**config.mk**
```make
export PLATFORM = sky130hd
export DESIGN_NAME = ssrc_core
export DESIGN_NICKNAME = d
export VERILOG_FILES = /design/src/verilog/ssrc_pkg.sv /design/src/verilog/ssrc_core.sv /design/src/verilog/ssrc_sync.sv
export VERILOG_INCLUDE_DIRS = /design/src /design/src/verilog
export SDC_FILE = /design/constraint.sdc
export NUM_CORES = 1
export LEC_CHECK = 0
export BUFFER_PORTS_ARGS = -buffer_cell sky130_fd_sc_hd__buf_2
export CORE_MARGIN = 5
export CORE_UTILIZATION = 40
export DETAILED_ROUTE_END_ITERATION = 8
export PLACE_DENSITY_LB_ADDON = 0.2
export SLEW_MARGIN = 0
export SYNTH_ARGS = -nofsm -noshare
export SYNTH_HDL_FRONTEND = slang
export SYNTH_HIERARCHICAL = 1
export SYNTH_SLANG_ARGS = --single-unit
export TNS_END_PERCENT = 20
```
**constraint.sdc**
```tcl
create_clock -name clk_i -period 8.3 [get_ports clk_i]
set_clock_uncertainty 0.2 [all_clocks]
set_input_delay 0.83 -clock clk_i [delete_from_list [all_inputs] [get_ports clk_i]]
set_output_delay 0.83 -clock clk_i [all_outputs]
set_load 0.02 [all_outputs]
```
**src/verilog/ssrc_params.svh**
```systemverilog
// Constants of the supply sequence restart controller
`ifndef SSRC_PARAMS_SVH
`define SSRC_PARAMS_SVH

// Clock and restart timing
`define SSRC_CLK_HZ          40000000
`define SSRC_FAULT_DLY_MS    2400
`define SSRC_CMD_DLY_US      12500
`define SSRC_FAULT_DLY_CYC   ((`SSRC_CLK_HZ / 1000) * `SSRC_FAULT_DLY_MS)
`define SSRC_CMD_DLY_CYC     ((`SSRC_CLK_HZ / 1000000) * `SSRC_CMD_DLY_US)

// Register byte offsets
`define SSRC_OFF_CTRL        8'h00
`define SSRC_OFF_STAT        8'h04
`define SSRC_OFF_IRQ_STAT    8'h08
`define SSRC_OFF_IRQ_CLR     8'h0C
`define SSRC_OFF_IRQ_EN      8'h10
`define SSRC_OFF_TIMEOUT     8'h14
`define SSRC_OFF_ON_DLY      8'h18
`define SSRC_OFF_OFF_DLY     8'h1C
`define SSRC_OFF_RETRY       8'h20
`define SSRC_OFF_CHPOS       8'h24
`define SSRC_OFF_UV          8'h40
`define SSRC_OFF_OV          8'h60
`define SSRC_OFF_OFFTH       8'h80

// Control register fields
`define SSRC_CTRL_PWR_OFF    0
`define SSRC_CTRL_FORCE      1
`define SSRC_CTRL_POWER_REQUEST_PIN     2

// Interrupt status fields
`define SSRC_IRQ_FAULT       0
`define SSRC_IRQ_CMD         1
`define SSRC_IRQ_TERM        2
`define SSRC_IRQ_RETRY_OUT   3
`define SSRC_IRQ_UP          4

// Reset values
`define SSRC_RST_TIMEOUT     32'h0000_FFFF
`define SSRC_RST_ON_DLY      16'h0028
`define SSRC_RST_OFF_DLY     16'h0028
`define SSRC_RST_RETRY       8'h03

`endif

```
**src/verilog/ssrc_pkg.sv**
```systemverilog
// Types of the supply sequence restart controller
package ssrc_pkg;

    typedef enum logic [5:0] {
        SSRC_ST_LOCK    = 6'b000001,
        SSRC_ST_RESTART = 6'b000010,
        SSRC_ST_ON      = 6'b000100,
        SSRC_ST_UP      = 6'b001000,
        SSRC_ST_OFF     = 6'b010000,
        SSRC_ST_HALT    = 6'b100000
    } ssrc_state_e;

    typedef struct packed {
        logic        cyc;
        logic        stb;
        logic        we;
        logic [3:0]  sel;
        logic [7:0]  adr;
        logic [31:0] dat;
    } ssrc_wb_req_s;

    typedef struct packed {
        logic        ack;
        logic [31:0] dat;
    } ssrc_wb_rsp_s;

endpackage

```
**src/verilog/ssrc_core.sv**
```systemverilog
// Supply sequencing core with restart classification and Wishbone registers
// Contract
// (RULE_01) A UV, OV or termination induced power-off or shutdown is a fault and loads 2.4 s.
// (RULE_02) A pin or bus command power-off or shutdown loads 12.5 ms and never limits retries.
// (RULE_03) Restarts after fault events are counted and stop when the retry budget is used up.
// (RULE_04) The error output pin does not depend on the fault or command classification.
// (RULE_05) The next position turns off only when every channel of the previous one is low.
// (RULE_06) Channels of one position are switched together with no ordering among them.
// (RULE_07) A forced shutdown drops every enable at once regardless of positions.
// (RULE_08) Termination is declared when UV or OFF threshold is not reached before timeout.
// (RULE_09) A restart starts power-on sequencing, and the first power-up is a restart.
// (RULE_10) A power-on delay runs from restart timer expiry to each enable going active.
// (RULE_11) A programmable power-off delay runs from input going off to enable going low.
// (RULE_12) Each 10-bit reading is compared against programmed UV and OV limits.
// (RULE_13) Sequencing stays inactive while the supply lockout is asserted.
// (RULE_14) The restart timer starts after power-off completes; restart waits for expiry.
`timescale 1ns/1ps
`include "ssrc_params.svh"
module ssrc_core #(
    parameter int NCH        = 6,
    parameter int NPOS       = 4,
    parameter int FAULT_DLY  = `SSRC_FAULT_DLY_CYC,
    parameter int CMD_DLY    = `SSRC_CMD_DLY_CYC
) (
    input  wire logic                  clk_i,
    input  wire logic                  rst_i,
    input  wire ssrc_pkg::ssrc_wb_req_s wb_req_i,
    output ssrc_pkg::ssrc_wb_rsp_s     wb_rsp_o,
    input  wire logic [NCH*10-1:0]     reading_i,
    input  wire logic                  supply_lockout_i,
    input  wire logic                  shutdown_request_low_i,
    input  wire logic                  power_request_pin_i,
    output logic [NCH-1:0]             supply_enable_output_o,
    output logic                       error_o,
    output logic                       irq_o
);
    import ssrc_pkg::*;

    localparam int PW = $clog2(NPOS);

    //------------------------------------------------------------------
    // Pin synchronisers
    //------------------------------------------------------------------
    logic [2:0] pins_s;
    ssrc_sync #(.W(3)) u_sync (
        .clk_i   (clk_i),
        .rst_i   (rst_i),
        .pin_i   ({~supply_lockout_i, ~shutdown_request_low_i, power_request_pin_i}),
        .level_o (pins_s)
    );
    // Lockout and shutdown travel inverted so the chain resets to locked, no shutdown
    logic lock_s, fs_n_s, pwr_s;
    assign lock_s = ~pins_s[2];
    assign fs_n_s = ~pins_s[1];
    assign pwr_s  = pins_s[0];

    //------------------------------------------------------------------
    // Registers
    //------------------------------------------------------------------
    logic [2:0]        ctrl_pulse;
    logic [31:0]       tmo_q, tmo_d;
    logic [15:0]       on_dly_q, on_dly_d, off_dly_q, off_dly_d;
    logic [7:0]        retry_q, retry_d;
    logic [NCH*PW-1:0] pos_q, pos_d;
    logic [9:0]        uv_q [NCH], uv_d [NCH];
    logic [9:0]        ov_q [NCH], ov_d [NCH];
    logic [9:0]        offth_q [NCH], offth_d [NCH];
    logic [4:0]        ist_q, ist_d, ien_q, ien_d, ev;
    ssrc_wb_rsp_s      rsp_q, rsp_d;

    // Channel position lookup
    function automatic logic [PW-1:0] pos_of(input logic [NCH*PW-1:0] p, input int ch);
        pos_of = p[ch*PW +: PW];
    endfunction

    //------------------------------------------------------------------
    // Comparators on 10-bit readings
    //------------------------------------------------------------------
    logic [NCH-1:0] under_threshold, over_threshold, below_off;
    genvar g;
    generate
        for (g = 0; g < NCH; g++) begin : g_cmp
            assign under_threshold[g] = reading_i[g*10 +: 10] < uv_q[g];   // see RULE_12
            assign over_threshold[g]  = reading_i[g*10 +: 10] > ov_q[g];   // see RULE_12
            assign below_off[g]       = reading_i[g*10 +: 10] < offth_q[g];
        end
    endgenerate

    //------------------------------------------------------------------
    // Sequencer state
    //------------------------------------------------------------------
    ssrc_state_e       st_q, st_d;
    logic [PW-1:0]     cur_q, cur_d;
    logic [31:0]       tmr_q, tmr_d, wd_q, wd_d;
    logic              fault_q, fault_d, dly_q, dly_d;
    logic [7:0]        used_q, used_d;
    logic [NCH-1:0]    en_q, en_d;
    logic              err_q, err_d;

    logic [NCH-1:0] grp, prev_grp;
    logic           cmd_off, cmd_force;
    always_comb begin
        for (int c = 0; c < NCH; c++) begin
            grp[c]      = pos_of(pos_q, c) == cur_q;                       // see RULE_06
            prev_grp[c] = pos_of(pos_q, c) == PW'(cur_q + PW'(1));
        end
    end
    assign cmd_off   = !pwr_s || ctrl_pulse[`SSRC_CTRL_PWR_OFF];
    assign cmd_force = !fs_n_s || ctrl_pulse[`SSRC_CTRL_FORCE];

    // Next state of the sequencer
    always_comb begin
        st_d = st_q; cur_d = cur_q; tmr_d = tmr_q; wd_d = wd_q;
        fault_d = fault_q; used_d = used_q; en_d = en_q; err_d = err_q;
        dly_d = dly_q; ev = '0;
        if (lock_s) begin                                                   // see RULE_13
            st_d = SSRC_ST_LOCK; en_d = '0; tmr_d = '0; used_d = '0;
        end else begin
            unique case (st_q)
                SSRC_ST_LOCK: begin
                    st_d = SSRC_ST_RESTART; fault_d = 1'b0;                 // see RULE_09
                    tmr_d = 32'(CMD_DLY);
                end
                SSRC_ST_RESTART: begin
                    if (tmr_q != 0) begin
                        tmr_d = tmr_q - 32'd1;                              // see RULE_14
                    end else if (!pwr_s || !fs_n_s) begin
                        tmr_d = '0;
                    end else if (fault_q && used_q >= retry_q) begin
                        st_d = SSRC_ST_HALT;                                // see RULE_03
                        ev[`SSRC_IRQ_RETRY_OUT] = 1'b1;
                    end else begin
                        if (fault_q) used_d = used_q + 8'd1;                // see RULE_03
                        st_d = SSRC_ST_ON; cur_d = '0; dly_d = 1'b1;        // see RULE_09
                        tmr_d = 32'(on_dly_q); wd_d = tmo_q;
                    end
                end
                SSRC_ST_ON: begin
                    if (dly_q) begin
                        if (tmr_q != 0) tmr_d = tmr_q - 32'd1;              // see RULE_10
                        else begin
                            en_d = en_q | grp; dly_d = 1'b0;                // see RULE_06
                        end
                    end else if ((grp & under_threshold) == '0) begin
                        if (cur_q == PW'(NPOS - 1)) begin
                            st_d = SSRC_ST_UP; ev[`SSRC_IRQ_UP] = 1'b1;
                        end else begin
                            cur_d = cur_q + PW'(1); dly_d = 1'b1;
                            tmr_d = 32'(on_dly_q); wd_d = tmo_q;
                        end
                    end else if (wd_q == 0) begin
                        ev[`SSRC_IRQ_TERM] = 1'b1; err_d = 1'b1;            // see RULE_08
                    end else wd_d = wd_q - 32'd1;
                    if (st_q == SSRC_ST_ON && !dly_q && wd_q == 0 &&
                        (grp & under_threshold) != '0) begin
                        st_d = SSRC_ST_OFF; fault_d = 1'b1;                 // see RULE_01
                        cur_d = cur_q; dly_d = 1'b0; wd_d = tmo_q;
                    end
                end
                SSRC_ST_UP: begin
                    if ((en_q & (under_threshold | over_threshold)) != '0) begin
                        st_d = SSRC_ST_OFF; fault_d = 1'b1;                 // see RULE_01
                        ev[`SSRC_IRQ_FAULT] = 1'b1; err_d = 1'b1;
                        cur_d = PW'(NPOS - 1); dly_d = 1'b1; tmr_d = 32'(off_dly_q);
                    end else if (cmd_off) begin
                        st_d = SSRC_ST_OFF; fault_d = 1'b0;                 // see RULE_02
                        ev[`SSRC_IRQ_CMD] = 1'b1; used_d = '0;
                        cur_d = PW'(NPOS - 1); dly_d = 1'b1; tmr_d = 32'(off_dly_q);
                    end
                    wd_d = tmo_q;
                end
                SSRC_ST_OFF: begin
                    // Wait for previous position to fall before switching this one
                    if (dly_q) begin
                        if (cur_q != PW'(NPOS - 1) && (prev_grp & ~below_off) != '0) begin
                            if (wd_q == 0) begin                            // see RULE_08
                                ev[`SSRC_IRQ_TERM] = 1'b1; err_d = 1'b1;
                                fault_d = 1'b1; en_d = '0;                  // see RULE_01
                                st_d = SSRC_ST_RESTART; tmr_d = 32'(FAULT_DLY);
                            end else wd_d = wd_q - 32'd1;                   // see RULE_05
                        end else if (tmr_q != 0) tmr_d = tmr_q - 32'd1;     // see RULE_11
                        else begin
                            en_d = en_q & ~grp; dly_d = 1'b0; wd_d = tmo_q; // see RULE_06
                        end
                    end else if (cur_q == '0) begin
                        st_d = SSRC_ST_RESTART;                             // see RULE_14
                        tmr_d = fault_q ? 32'(FAULT_DLY) : 32'(CMD_DLY);    // see RULE_01
                    end else begin
                        cur_d = cur_q - PW'(1); dly_d = 1'b1; tmr_d = 32'(off_dly_q);
                    end
                end
                SSRC_ST_HALT: begin
                    if (ctrl_pulse[`SSRC_CTRL_POWER_REQUEST_PIN]) begin
                        st_d = SSRC_ST_RESTART; used_d = '0; fault_d = 1'b0;
                        tmr_d = 32'(CMD_DLY);
                    end
                end
            endcase
            // Forced shutdown overrides the sequence
            if (st_q != SSRC_ST_LOCK && st_q != SSRC_ST_HALT && (cmd_force ||
                (st_q == SSRC_ST_ON && (en_q & over_threshold) != '0))) begin
                en_d = '0;                                                  // see RULE_07
                st_d = SSRC_ST_RESTART;
                fault_d = !cmd_force;                                       // see RULE_02
                tmr_d = cmd_force ? 32'(CMD_DLY) : 32'(FAULT_DLY);          // see RULE_01
                if (cmd_force) used_d = '0;
                if (!cmd_force) err_d = 1'b1;                               // see RULE_04
                ev[`SSRC_IRQ_CMD]   = cmd_force;
                ev[`SSRC_IRQ_FAULT] = !cmd_force;
            end
        end
        // Error pin follows only UV/OV/termination, not restart class
        if (ctrl_pulse[`SSRC_CTRL_POWER_REQUEST_PIN]) err_d = 1'b0;                  // see RULE_04
    end

    // Sequencer registers
    always_ff @(posedge clk_i) begin
        if (rst_i) begin
            st_q <= SSRC_ST_LOCK; cur_q <= '0; tmr_q <= '0; wd_q <= '0;
            fault_q <= 1'b0; used_q <= '0; en_q <= '0; err_q <= 1'b0; dly_q <= 1'b0;
        end else begin
            st_q <= st_d; cur_q <= cur_d; tmr_q <= tmr_d; wd_q <= wd_d;
            fault_q <= fault_d; used_q <= used_d; en_q <= en_d; err_q <= err_d;
            dly_q <= dly_d;
        end
    end

    //------------------------------------------------------------------
    // Wishbone slave
    //------------------------------------------------------------------
    logic       acc;
    logic [7:0] a;
    assign acc = wb_req_i.cyc && wb_req_i.stb && !rsp_q.ack;
    assign a   = wb_req_i.adr;

    // Register writes, reads and interrupt bookkeeping
    always_comb begin
        tmo_d = tmo_q; on_dly_d = on_dly_q; off_dly_d = off_dly_q; retry_d = retry_q;
        pos_d = pos_q; uv_d = uv_q; ov_d = ov_q; offth_d = offth_q; ien_d = ien_q;
        ctrl_pulse = '0; rsp_d.ack = acc; rsp_d.dat = '0;
        ist_d = ist_q;
        if (acc && wb_req_i.we) begin
            unique case (a)
                `SSRC_OFF_CTRL:    ctrl_pulse = wb_req_i.dat[2:0];
                `SSRC_OFF_IRQ_CLR: ist_d = ist_q & ~wb_req_i.dat[4:0];
                `SSRC_OFF_IRQ_EN:  ien_d = wb_req_i.dat[4:0];
                `SSRC_OFF_TIMEOUT: tmo_d = wb_req_i.dat;
                `SSRC_OFF_ON_DLY:  on_dly_d = wb_req_i.dat[15:0];
                `SSRC_OFF_OFF_DLY: off_dly_d = wb_req_i.dat[15:0];
                `SSRC_OFF_RETRY:   retry_d = wb_req_i.dat[7:0];
                `SSRC_OFF_CHPOS:   pos_d = wb_req_i.dat[NCH*PW-1:0];
                default: begin
                    for (int c = 0; c < NCH; c++) begin
                        if (a == `SSRC_OFF_UV + 8'(c*4)) uv_d[c] = wb_req_i.dat[9:0];
                        if (a == `SSRC_OFF_OV + 8'(c*4)) ov_d[c] = wb_req_i.dat[9:0];
                        if (a == `SSRC_OFF_OFFTH + 8'(c*4)) offth_d[c] = wb_req_i.dat[9:0];
                    end
                end
            endcase
        end else if (acc) begin
            unique case (a)
                `SSRC_OFF_STAT:    rsp_d.dat = {8'h00, used_q, NCH'(en_q), 4'h0, st_q};
                `SSRC_OFF_IRQ_STAT: rsp_d.dat = {27'h0, ist_q};
                `SSRC_OFF_IRQ_EN:  rsp_d.dat = {27'h0, ien_q};
                `SSRC_OFF_TIMEOUT: rsp_d.dat = tmo_q;
                `SSRC_OFF_ON_DLY:  rsp_d.dat = {16'h0, on_dly_q};
                `SSRC_OFF_OFF_DLY: rsp_d.dat = {16'h0, off_dly_q};
                `SSRC_OFF_RETRY:   rsp_d.dat = {24'h0, retry_q};
                `SSRC_OFF_CHPOS:   rsp_d.dat = 32'(pos_q);
                default: begin
                    for (int c = 0; c < NCH; c++) begin
                        if (a == `SSRC_OFF_UV + 8'(c*4)) rsp_d.dat = {22'h0, uv_q[c]};
                        if (a == `SSRC_OFF_OV + 8'(c*4)) rsp_d.dat = {22'h0, ov_q[c]};
                        if (a == `SSRC_OFF_OFFTH + 8'(c*4)) rsp_d.dat = {22'h0, offth_q[c]};
                    end
                end
            endcase
        end
        ist_d = ist_d | ev;                                                // set beats clear
    end

    // Register file flip-flops
    always_ff @(posedge clk_i) begin
        if (rst_i) begin
            tmo_q <= `SSRC_RST_TIMEOUT; on_dly_q <= `SSRC_RST_ON_DLY;
            off_dly_q <= `SSRC_RST_OFF_DLY; retry_q <= `SSRC_RST_RETRY;
            pos_q <= '0; ist_q <= '0; ien_q <= '0; rsp_q <= '0;
            for (int c = 0; c < NCH; c++) begin
                uv_q[c] <= 10'h000; ov_q[c] <= 10'h3FF; offth_q[c] <= 10'h000;
            end
        end else begin
            tmo_q <= tmo_d; on_dly_q <= on_dly_d; off_dly_q <= off_dly_d;
            retry_q <= retry_d; pos_q <= pos_d; ist_q <= ist_d; ien_q <= ien_d;
            rsp_q <= rsp_d; uv_q <= uv_d; ov_q <= ov_d; offth_q <= offth_d;
        end
    end

    // Interrupt output register
    logic irq_q;
    always_ff @(posedge clk_i) begin
        if (rst_i) irq_q <= 1'b0;
        else       irq_q <= |(ist_d & ien_d);
    end

    assign wb_rsp_o               = rsp_q;
    assign supply_enable_output_o = en_q;
    assign error_o                = err_q;
    assign irq_o                  = irq_q;
endmodule // ssrc_core

```
**src/verilog/ssrc_sync.sv**
```systemverilog
// Three-stage pin synchroniser with second and third stage agreement
`timescale 1ns/1ps
module ssrc_sync #(
    parameter int W = 1
) (
    input  wire logic         clk_i,
    input  wire logic         rst_i,
    input  wire logic [W-1:0] pin_i,
    output logic      [W-1:0] level_o
);
    logic [W-1:0] s1_q, s2_q, s3_q, lvl_q;
    logic [W-1:0] lvl_d;

    // Accept a change only when stages two and three agree
    always_comb begin
        lvl_d = lvl_q;
        for (int i = 0; i < W; i++) begin
            if (s2_q[i] == s3_q[i]) begin
                lvl_d[i] = s3_q[i];
            end
        end
    end

    // Synchroniser chain
    always_ff @(posedge clk_i) begin
        if (rst_i) begin
            s1_q  <= '0;
            s2_q  <= '0;
            s3_q  <= '0;
            lvl_q <= '0;
        end else begin
            s1_q  <= pin_i;
            s2_q  <= s1_q;
            s3_q  <= s2_q;
            lvl_q <= lvl_d;
        end
    end

    assign level_o = lvl_q;
endmodule // ssrc_sync

```
==> metrics.cfg, run 1 <==
[outcome]
status = finished, final reports clean

[global_routing]
grt_pass1_wl_um = 141000
grt_overflow_total = 0
grt_pass1_vias = 23320
grt_usage = 0.277
grt_max_degree = 87
antenna_found_initial = 0

[critical_path]
r2r_slack_ns = 2.95
r2r-end = tmr_q[31]$_SDFFE_PP0P_
reg2reg_depth = 12
endpoint = tmr_q[31]$_SDFFE_PP0P_
worstSetupStartpoint = ov_q[5]$_SDFFE_PP1P_
cp-end-kind = flip-flop
critPathMaxFanout = 10
crit_required_ns = 8.64
crit_type = reg2reg
arrival_ns = 5.69
r2r_start = ov_q[5]$_SDFFE_PP1P_
worst_setup_path_start_kind = flip-flop

[layout]
drive_gt1_frac = 0.108
stdcell_area_um2 = 27300
layout-area-overhead-vs-synth_pct = 13.4
num_antenna_cells = 0
layout.nets = 3478
final_util = 0.455
instances_no_fill = 4008

[synth]
syn_nets = 3404
synth_commonest_cells = nand2_1 (572), dfxtp_1 (409), a21oi_1 (309)
yosysTopAreaCell = dfxtp_1
synth_top_area_frac = 0.340
ys_seq_area_frac = 0.340
ys_types = 97
syn-cell-area_um2 = 24100
avgSynthCellArea_um2 = 7.73
netlist_instances = 3111
synth_edf_count = 0
synthArstFlopShare = 0
yosysMostFrequentCell = nand2_1
ys_ff_latch = 409
ys_warn_count = 6
synth.area.top_cells = dfxtp_1 (34%), ha_1 (9.4%), nand2_1 (8.9%)
synthFlopType = dfxtp_1

[clocking]
insertion_delay_ns = 0.64
cts_setup_buffers = 0
clockBufferDepth = 3
cts_hold_buf = 0
cts_tree = done
ctsResizeCount = 0
clockRootBuffer = clkbuf_16
clock_sinks = 409
h-tree-depth = 2
numCtsBuffers = 50
path_clk_slew_ns = 0.06

[route]
via_count = 24476
drt_iter0_markers = 2539
dr.pass1.iters = 8
viasPerCell = 6.11
drc_errors = 0
finalWirelength_um = 94000
wl_per_cell_um = 23.5
drtAntennaViolNets = 0

[worst_hold_path]
hp-class = in2reg

[die]
dieArea_um2 = 65200
die_h_um = 255
io-pin-count = 153
initial_core_util = 0.401
coreArea_um2 = 60000
die_w_um = 255
rows = 90

[sta]
worst_slew_pin_slew_ns = 1.34
layout_worst_path_cycle_share = 0.645
setup_viol = 0
finalHoldViolCount = 0
fmax_mhz = 187
max-slew-margin-rel = 0.0988
drv_slew = 0
period_minus_slack_ns = 5.35
rsz0062_at_grt = no
tns_ns = 0

[placed_design]
dp.cells = 3915
place_area_um2 = 25500
io_buffers = 148
dpl.hpwl_um = 68100
place_congestion = 0.991

[pwr]
power.density_nw_per_um2 = 167
power_mw = 4.54
ir_drop_mv = 0.139
p_leak_nw = 10.4

[run]
max-cap-violations = 0

[critical path: stages, from the launching register on]
cell and delay [ns]:
dfxtp_1 0.36, inv_1 0.07, ha_1 0.30, a41oi_1 0.22
o21ai_0 0.13, a2111oi_0 0.93, o32ai_1 0.33, o31ai_1 0.73
nand3_1 0.68, buf_4 0.39, nor3_1 0.57, nand2_1 0.14
o31ai_1 0.20
[layout make-up]
class | count | area, um2
tap | 782 | 978
timing repair buffer | 200 | 1140
multi-input combinational | 2302 | 14400
inverter | 222 | 835
sequential | 409 | 8190
clock buffer | 67 | 1440
clock inverter | 26 | 309
fill | 5903 | 32700
[worst min path at each step]
| stage | from | to | slack (ns) | cells after the start |
|---|---|---|---|---|
| 4_1_cts | power_request_pin_i | u_sync/s1_q[0]$_SDFF_PP0_ | 0.20 | 2 |
| 6_report | power_request_pin_i | u_sync/s1_q[0]$_SDFF_PP0_ | 0.23 | 2 |
| 3_3_place_gp | u_sync/s1_q[1]$_SDFF_PP0_ | u_sync/s2_q[1]$_SDFF_PP0_ | 0.23 | 1 |
| 5_1_grt | power_request_pin_i | u_sync/s1_q[0]$_SDFF_PP0_ | 0.23 | 2 |
| 2_1_floorplan | u_sync/s1_q[0]$_SDFF_PP0_ | u_sync/s2_q[0]$_SDFF_PP0_ | 0.21 | 1 |
| 3_5_place_dp | u_sync/s1_q[1]$_SDFF_PP0_ | u_sync/s2_q[1]$_SDFF_PP0_ | 0.23 | 1 |
[logic make-up (layout without fill, tap and decap cells)]
logic type | after synthesis | in the layout | synth area share
adders and majority gates | 181 | 181 | 0.0941
DFF | 409 | 409 | 0.340
buffers and inverters | 400 | 515 | 0.0640
xor gates and xnor gates | 38 | 38 | 0.0138
AOI/OAI and AO/OA | 890 | 890 | 0.247
muxes | 54 | 54 | 0.0226
and+or+nand+nor | 1139 | 1139 | 0.219
[power by group]
part           total (mW)  internal, mW  switching (mW)
Clock                2.31          1.35           0.959
Combinational       0.266        0.0792           0.187
Sequential           1.97          1.97         0.00153
Total                4.54          3.40            1.15
[metrics by stage]
stage               setup slack [ns]  hold WS, ns
finish                          2.95        0.229
global route                    2.82        0.226
CTS                             3.21        0.204
detailed placement              2.61        0.225
global placement                2.74        0.227
floorplan                       4.41        0.215
[per-layer routing]
| layer | up-vias | wire length [um] | global-route usage |
|---|---|---|---|
| li1 | 11373 | - | - |
| met1 | 11810 | 39100 | 0.363 |
| met2 | 1077 | 44400 | 0.466 |
| met3 | 216 | 6380 | 0.0334 |
| met4 | 0 | 4110 | 0.112 |
| met5 | - | 0 | 0 |
[flip-flops by register name, summed over array words and instances, names as in the netlist, 5 cells and up]
name and count:
st_q 6, ov_q 60, used_q 8, retry_q 8, uv_q 60, supply_enable_output_o 6
tmr_q 32, pos_q 12, tmo_q 32, off_dly_q 16, ist_q 5, wd_q 32
on_dly_q 16, wb_rsp_o 33, offth_q 60, ien_q 5
[layout by cell type (no fill, tap or decap), types with 10 or more instances in the layout]
cell type / Yosys / routed
nand2_1: 572 / 572
dfxtp_1: 409 / 409
a21oi_1: 309 / 309
inv_1: 219 / 219
ha_1: 181 / 181
nor2_1: 170 / 169
buf_2: 14 / 147
nand3_1: 101 / 101
o21ai_0: 95 / 95
o211ai_1: 82 / 82
a22oi_1: 67 / 67
nor3_1: 68 / 64
buf_4: 0 / 52
mux2i_1: 51 / 51
clkbuf_16: 0 / 50
a211oi_1: 35 / 35
nor4_1: 35 / 34
a31oi_1: 34 / 34
a221oi_1: 32 / 32
o32ai_1: 25 / 25
nand2b_1: 24 / 24
o22ai_1: 24 / 24
nand4_1: 23 / 23
o31ai_1: 23 / 23
a21o_1: 22 / 22
and3_1: 21 / 21
xor2_1: 20 / 20
nor2b_1: 19 / 19
xnor2_1: 18 / 18
or3_1: 17 / 17
o21a_1: 16 / 16
or4_1: 15 / 15
clkbuf_8: 0 / 13
a2111oi_0: 12 / 12
nand3b_1: 11 / 11
clkinv_2: 0 / 11
a222oi_1: 10 / 10
(Power assumes the default switching activity.)
==> run 2, diff against run 1 <==
Settings changed: ABC_AREA set to 1.
Clock period 8.3 ns to 4.9 ns, I/O delays scaled along.
==> metrics.cfg, run 2 <==
[outcome]
status = finished, final reports clean

[critical_path]
crit_family = simple AND/OR/NAND/NOR gates
cp-end-kind = flip-flop
crit_type = reg2reg
worst_setup_path_start_kind = flip-flop
crit_top_cell = nand2_1
slowest_delay_ns = 0.71
cp_slowest_cell = nand2_1
critPathMaxFanout = 15
reg2reg_depth = 16
path_cells = buf_4 -> inv_1 -> ha_1 -> inv_1 -> nand2_1 -> and3_1 -> nand2_1 -> nand2_1 -> nor2_1 -> nand2_1 -> nand2_1 -> clkinv_1 -> nand2_1 -> o21ai_0 -> nor3_2 -> nor2_1
path_buf_inv = 4
r2r_slack_ns = 0.69
r2r-end = wd_q[21]$_SDFFE_PP0P_
crit_required_ns = 5.20
r2r_start = cur_q[0]$_SDFFE_PP0P_
arrival_ns = 4.51

[sta]
tns_ns = 0
worst_slack_ns = 0.695
fmax_mhz = 238
drv_slew = 0
fin_hold_ws_ns = 0.0319
period_minus_slack_ns = 4.21
max-slew-margin-rel = 0.328
finalHoldViolCount = 0
layout_worst_path_cycle_share = 0.858
setup_viol = 0
worst_slew_pin_slew_ns = 0.995
rsz0062_at_grt = no

[clocking]
cts_setup_buffers = 0
clockRootBuffer = clkbuf_16
insertion_delay_ns = 0.62
cts_tree = done
clock_sinks = 409
cts_hold_buf = 23
clockBufferDepth = 3
h-tree-depth = 2
ctsResizeCount = 0
numCtsBuffers = 50
path_clk_slew_ns = 0.06

[layout]
num_antenna_cells = 0
final_cell_mix = nand2_1 (988), inv_1 (521), nor2_1 (466)
stdcell_area_um2 = 29900
drive_gt1_frac = 0.0845
instances_no_fill = 5089
layout_commonest_cell = nand2_1
final_util = 0.456
layout.nets = 4480
n_fill_cell = 6886
layout-area-overhead-vs-synth_pct = 13.4
reg_top3 = offth_q: 60 flops, ov_q: 60 flops, uv_q: 60 flops

[synth]
ys_ff_latch = 409
yosysMostFrequentCell = nand2_1
synthFlopType = dfxtp_1
netlist_instances = 4083
yosysTopAreaCell = dfxtp_1
synth_commonest_cells = nand2_1 (988), inv_1 (521), nor2_1 (468)
avgSynthCellArea_um2 = 6.47
ys_seq_area_frac = 0.310
ys_warn_count = 6
syn-cell-area_um2 = 26400
synth_edf_count = 0
synth.area.top_cells = dfxtp_1 (31%), nand2_1 (14%), ha_1 (8.6%)
synth_top_area_frac = 0.310
syn_nets = 4376
ys_types = 53
synthArstFlopShare = 0

[die]
dieArea_um2 = 71300
rows = 94
die_h_um = 267
die_w_um = 267
initial_core_util = 0.402
io-pin-count = 153
coreArea_um2 = 65600

[pwr]
power.density_nw_per_um2 = 263
seq_power_share = 0.423
power.internal_mw = 5.98
p_switching_mw = 1.90
ir_drop_mv = 0.263
pwr-share-comb = 0.061
pwr-share-clk = 0.516
p_leak_nw = 13.8
power_mw = 7.88
switching_share = 0.241

[route]
wl_per_cell_um = 18.5
viasPerCell = 5.29
drtAntennaViolNets = 0
finalWirelength_um = 94200
drc_errors = 0
drt_iter0_markers = 2549
dr.pass1.iters = 8
via_count = 26933

[global_routing]
grt_pass1_wl_um = 144000
grt_usage = 0.254
antenna_found_initial = 0
grt_overflow_total = 0
grt_max_degree = 114
grt_pass1_vias = 24632

[worst_hold_path]
hp-class = in2reg
hold_end = tmo_q[30]$_SDFFE_PP0P_
hold_depth = 3
hold_start = wb_req_i[30]

[run]
max-cap-violations = 0

[placed_design]
place_area_um2 = 27900
place_congestion = 0.978
io_buffers = 148
dp.cells = 4976
dpl.hpwl_um = 69200
post-place-ws_ns = 0.796

run 2: area by class of cell:
cell class / count / area (um2) / area share
Sequential cell: 409 / 8190 / 0.273
Clock inverter: 15 / 297 / 0.00990
Multi-Input combinational cell: 2949 / 15400 / 0.514
Clock buffer: 75 / 1480 / 0.0493
Timing Repair Buffer: 231 / 1430 / 0.0479
Tap cell: 864 / 1080 / 0.0361
Inverter: 546 / 2060 / 0.0689
run 2: tightest hold or removal path: stages:
cell	delay, ns
buf_2	0.08
o21ai_0	0.09
a21oi_1	0.13
run 2: logic make-up after synthesis:
group                    count (synthesis)  synth area share
AO/OA/AOI/OAI                          908             0.194
AND/OR/NAND/NOR                       1808             0.285
adder cells (fa/ha/maj)                181            0.0857
buffers and inverters                  725             0.107
XOR/XNOR                                52            0.0172
flip-flops                             409             0.310
run 2: how the worst max path moves through the flow:
stage	startpoint	slack, ns	end	cells after the start
3_5_place_dp	reading_i[5]	0.80	wd_q[29]$_SDFFE_PP0P_	15
3_3_place_gp	reading_i[5]	0.80	wd_q[29]$_SDFFE_PP0P_	15
2_1_floorplan	cur_q[1]$_SDFFE_PP0P_	2.14	wd_q[26]$_SDFFE_PP0P_	18
5_1_grt	cur_q[0]$_SDFFE_PP0P_	0.47	wd_q[21]$_SDFFE_PP0P_	16
6_report	cur_q[0]$_SDFFE_PP0P_	0.69	wd_q[21]$_SDFFE_PP0P_	16
4_1_cts	cur_q[1]$_SDFFE_PP0P_	0.83	wd_q[21]$_SDFFE_PP0P_	16
run 2: power groups by stage:
| stage | registers, mW | clock network (mW) | logic, mW |
|---|---|---|---|
| CTS | 3.33 | 4.14 | 0.479 |
| finish | 3.33 | 4.07 | 0.484 |
| global route | 3.33 | 4.27 | 0.540 |
| global placement | 3.41 | 0 | 0.457 |
| detailed placement | 3.41 | 0 | 0.463 |
| floorplan | 3.41 | 0 | 0.260 |
run 2: metal layers:
layer | global-route usage | wire length, um
met5 | 0 | 0
met1 | 0.358 | 43300
met4 | 0.0770 | 2820
met2 | 0.399 | 41200
met3 | 0.0434 | 6860
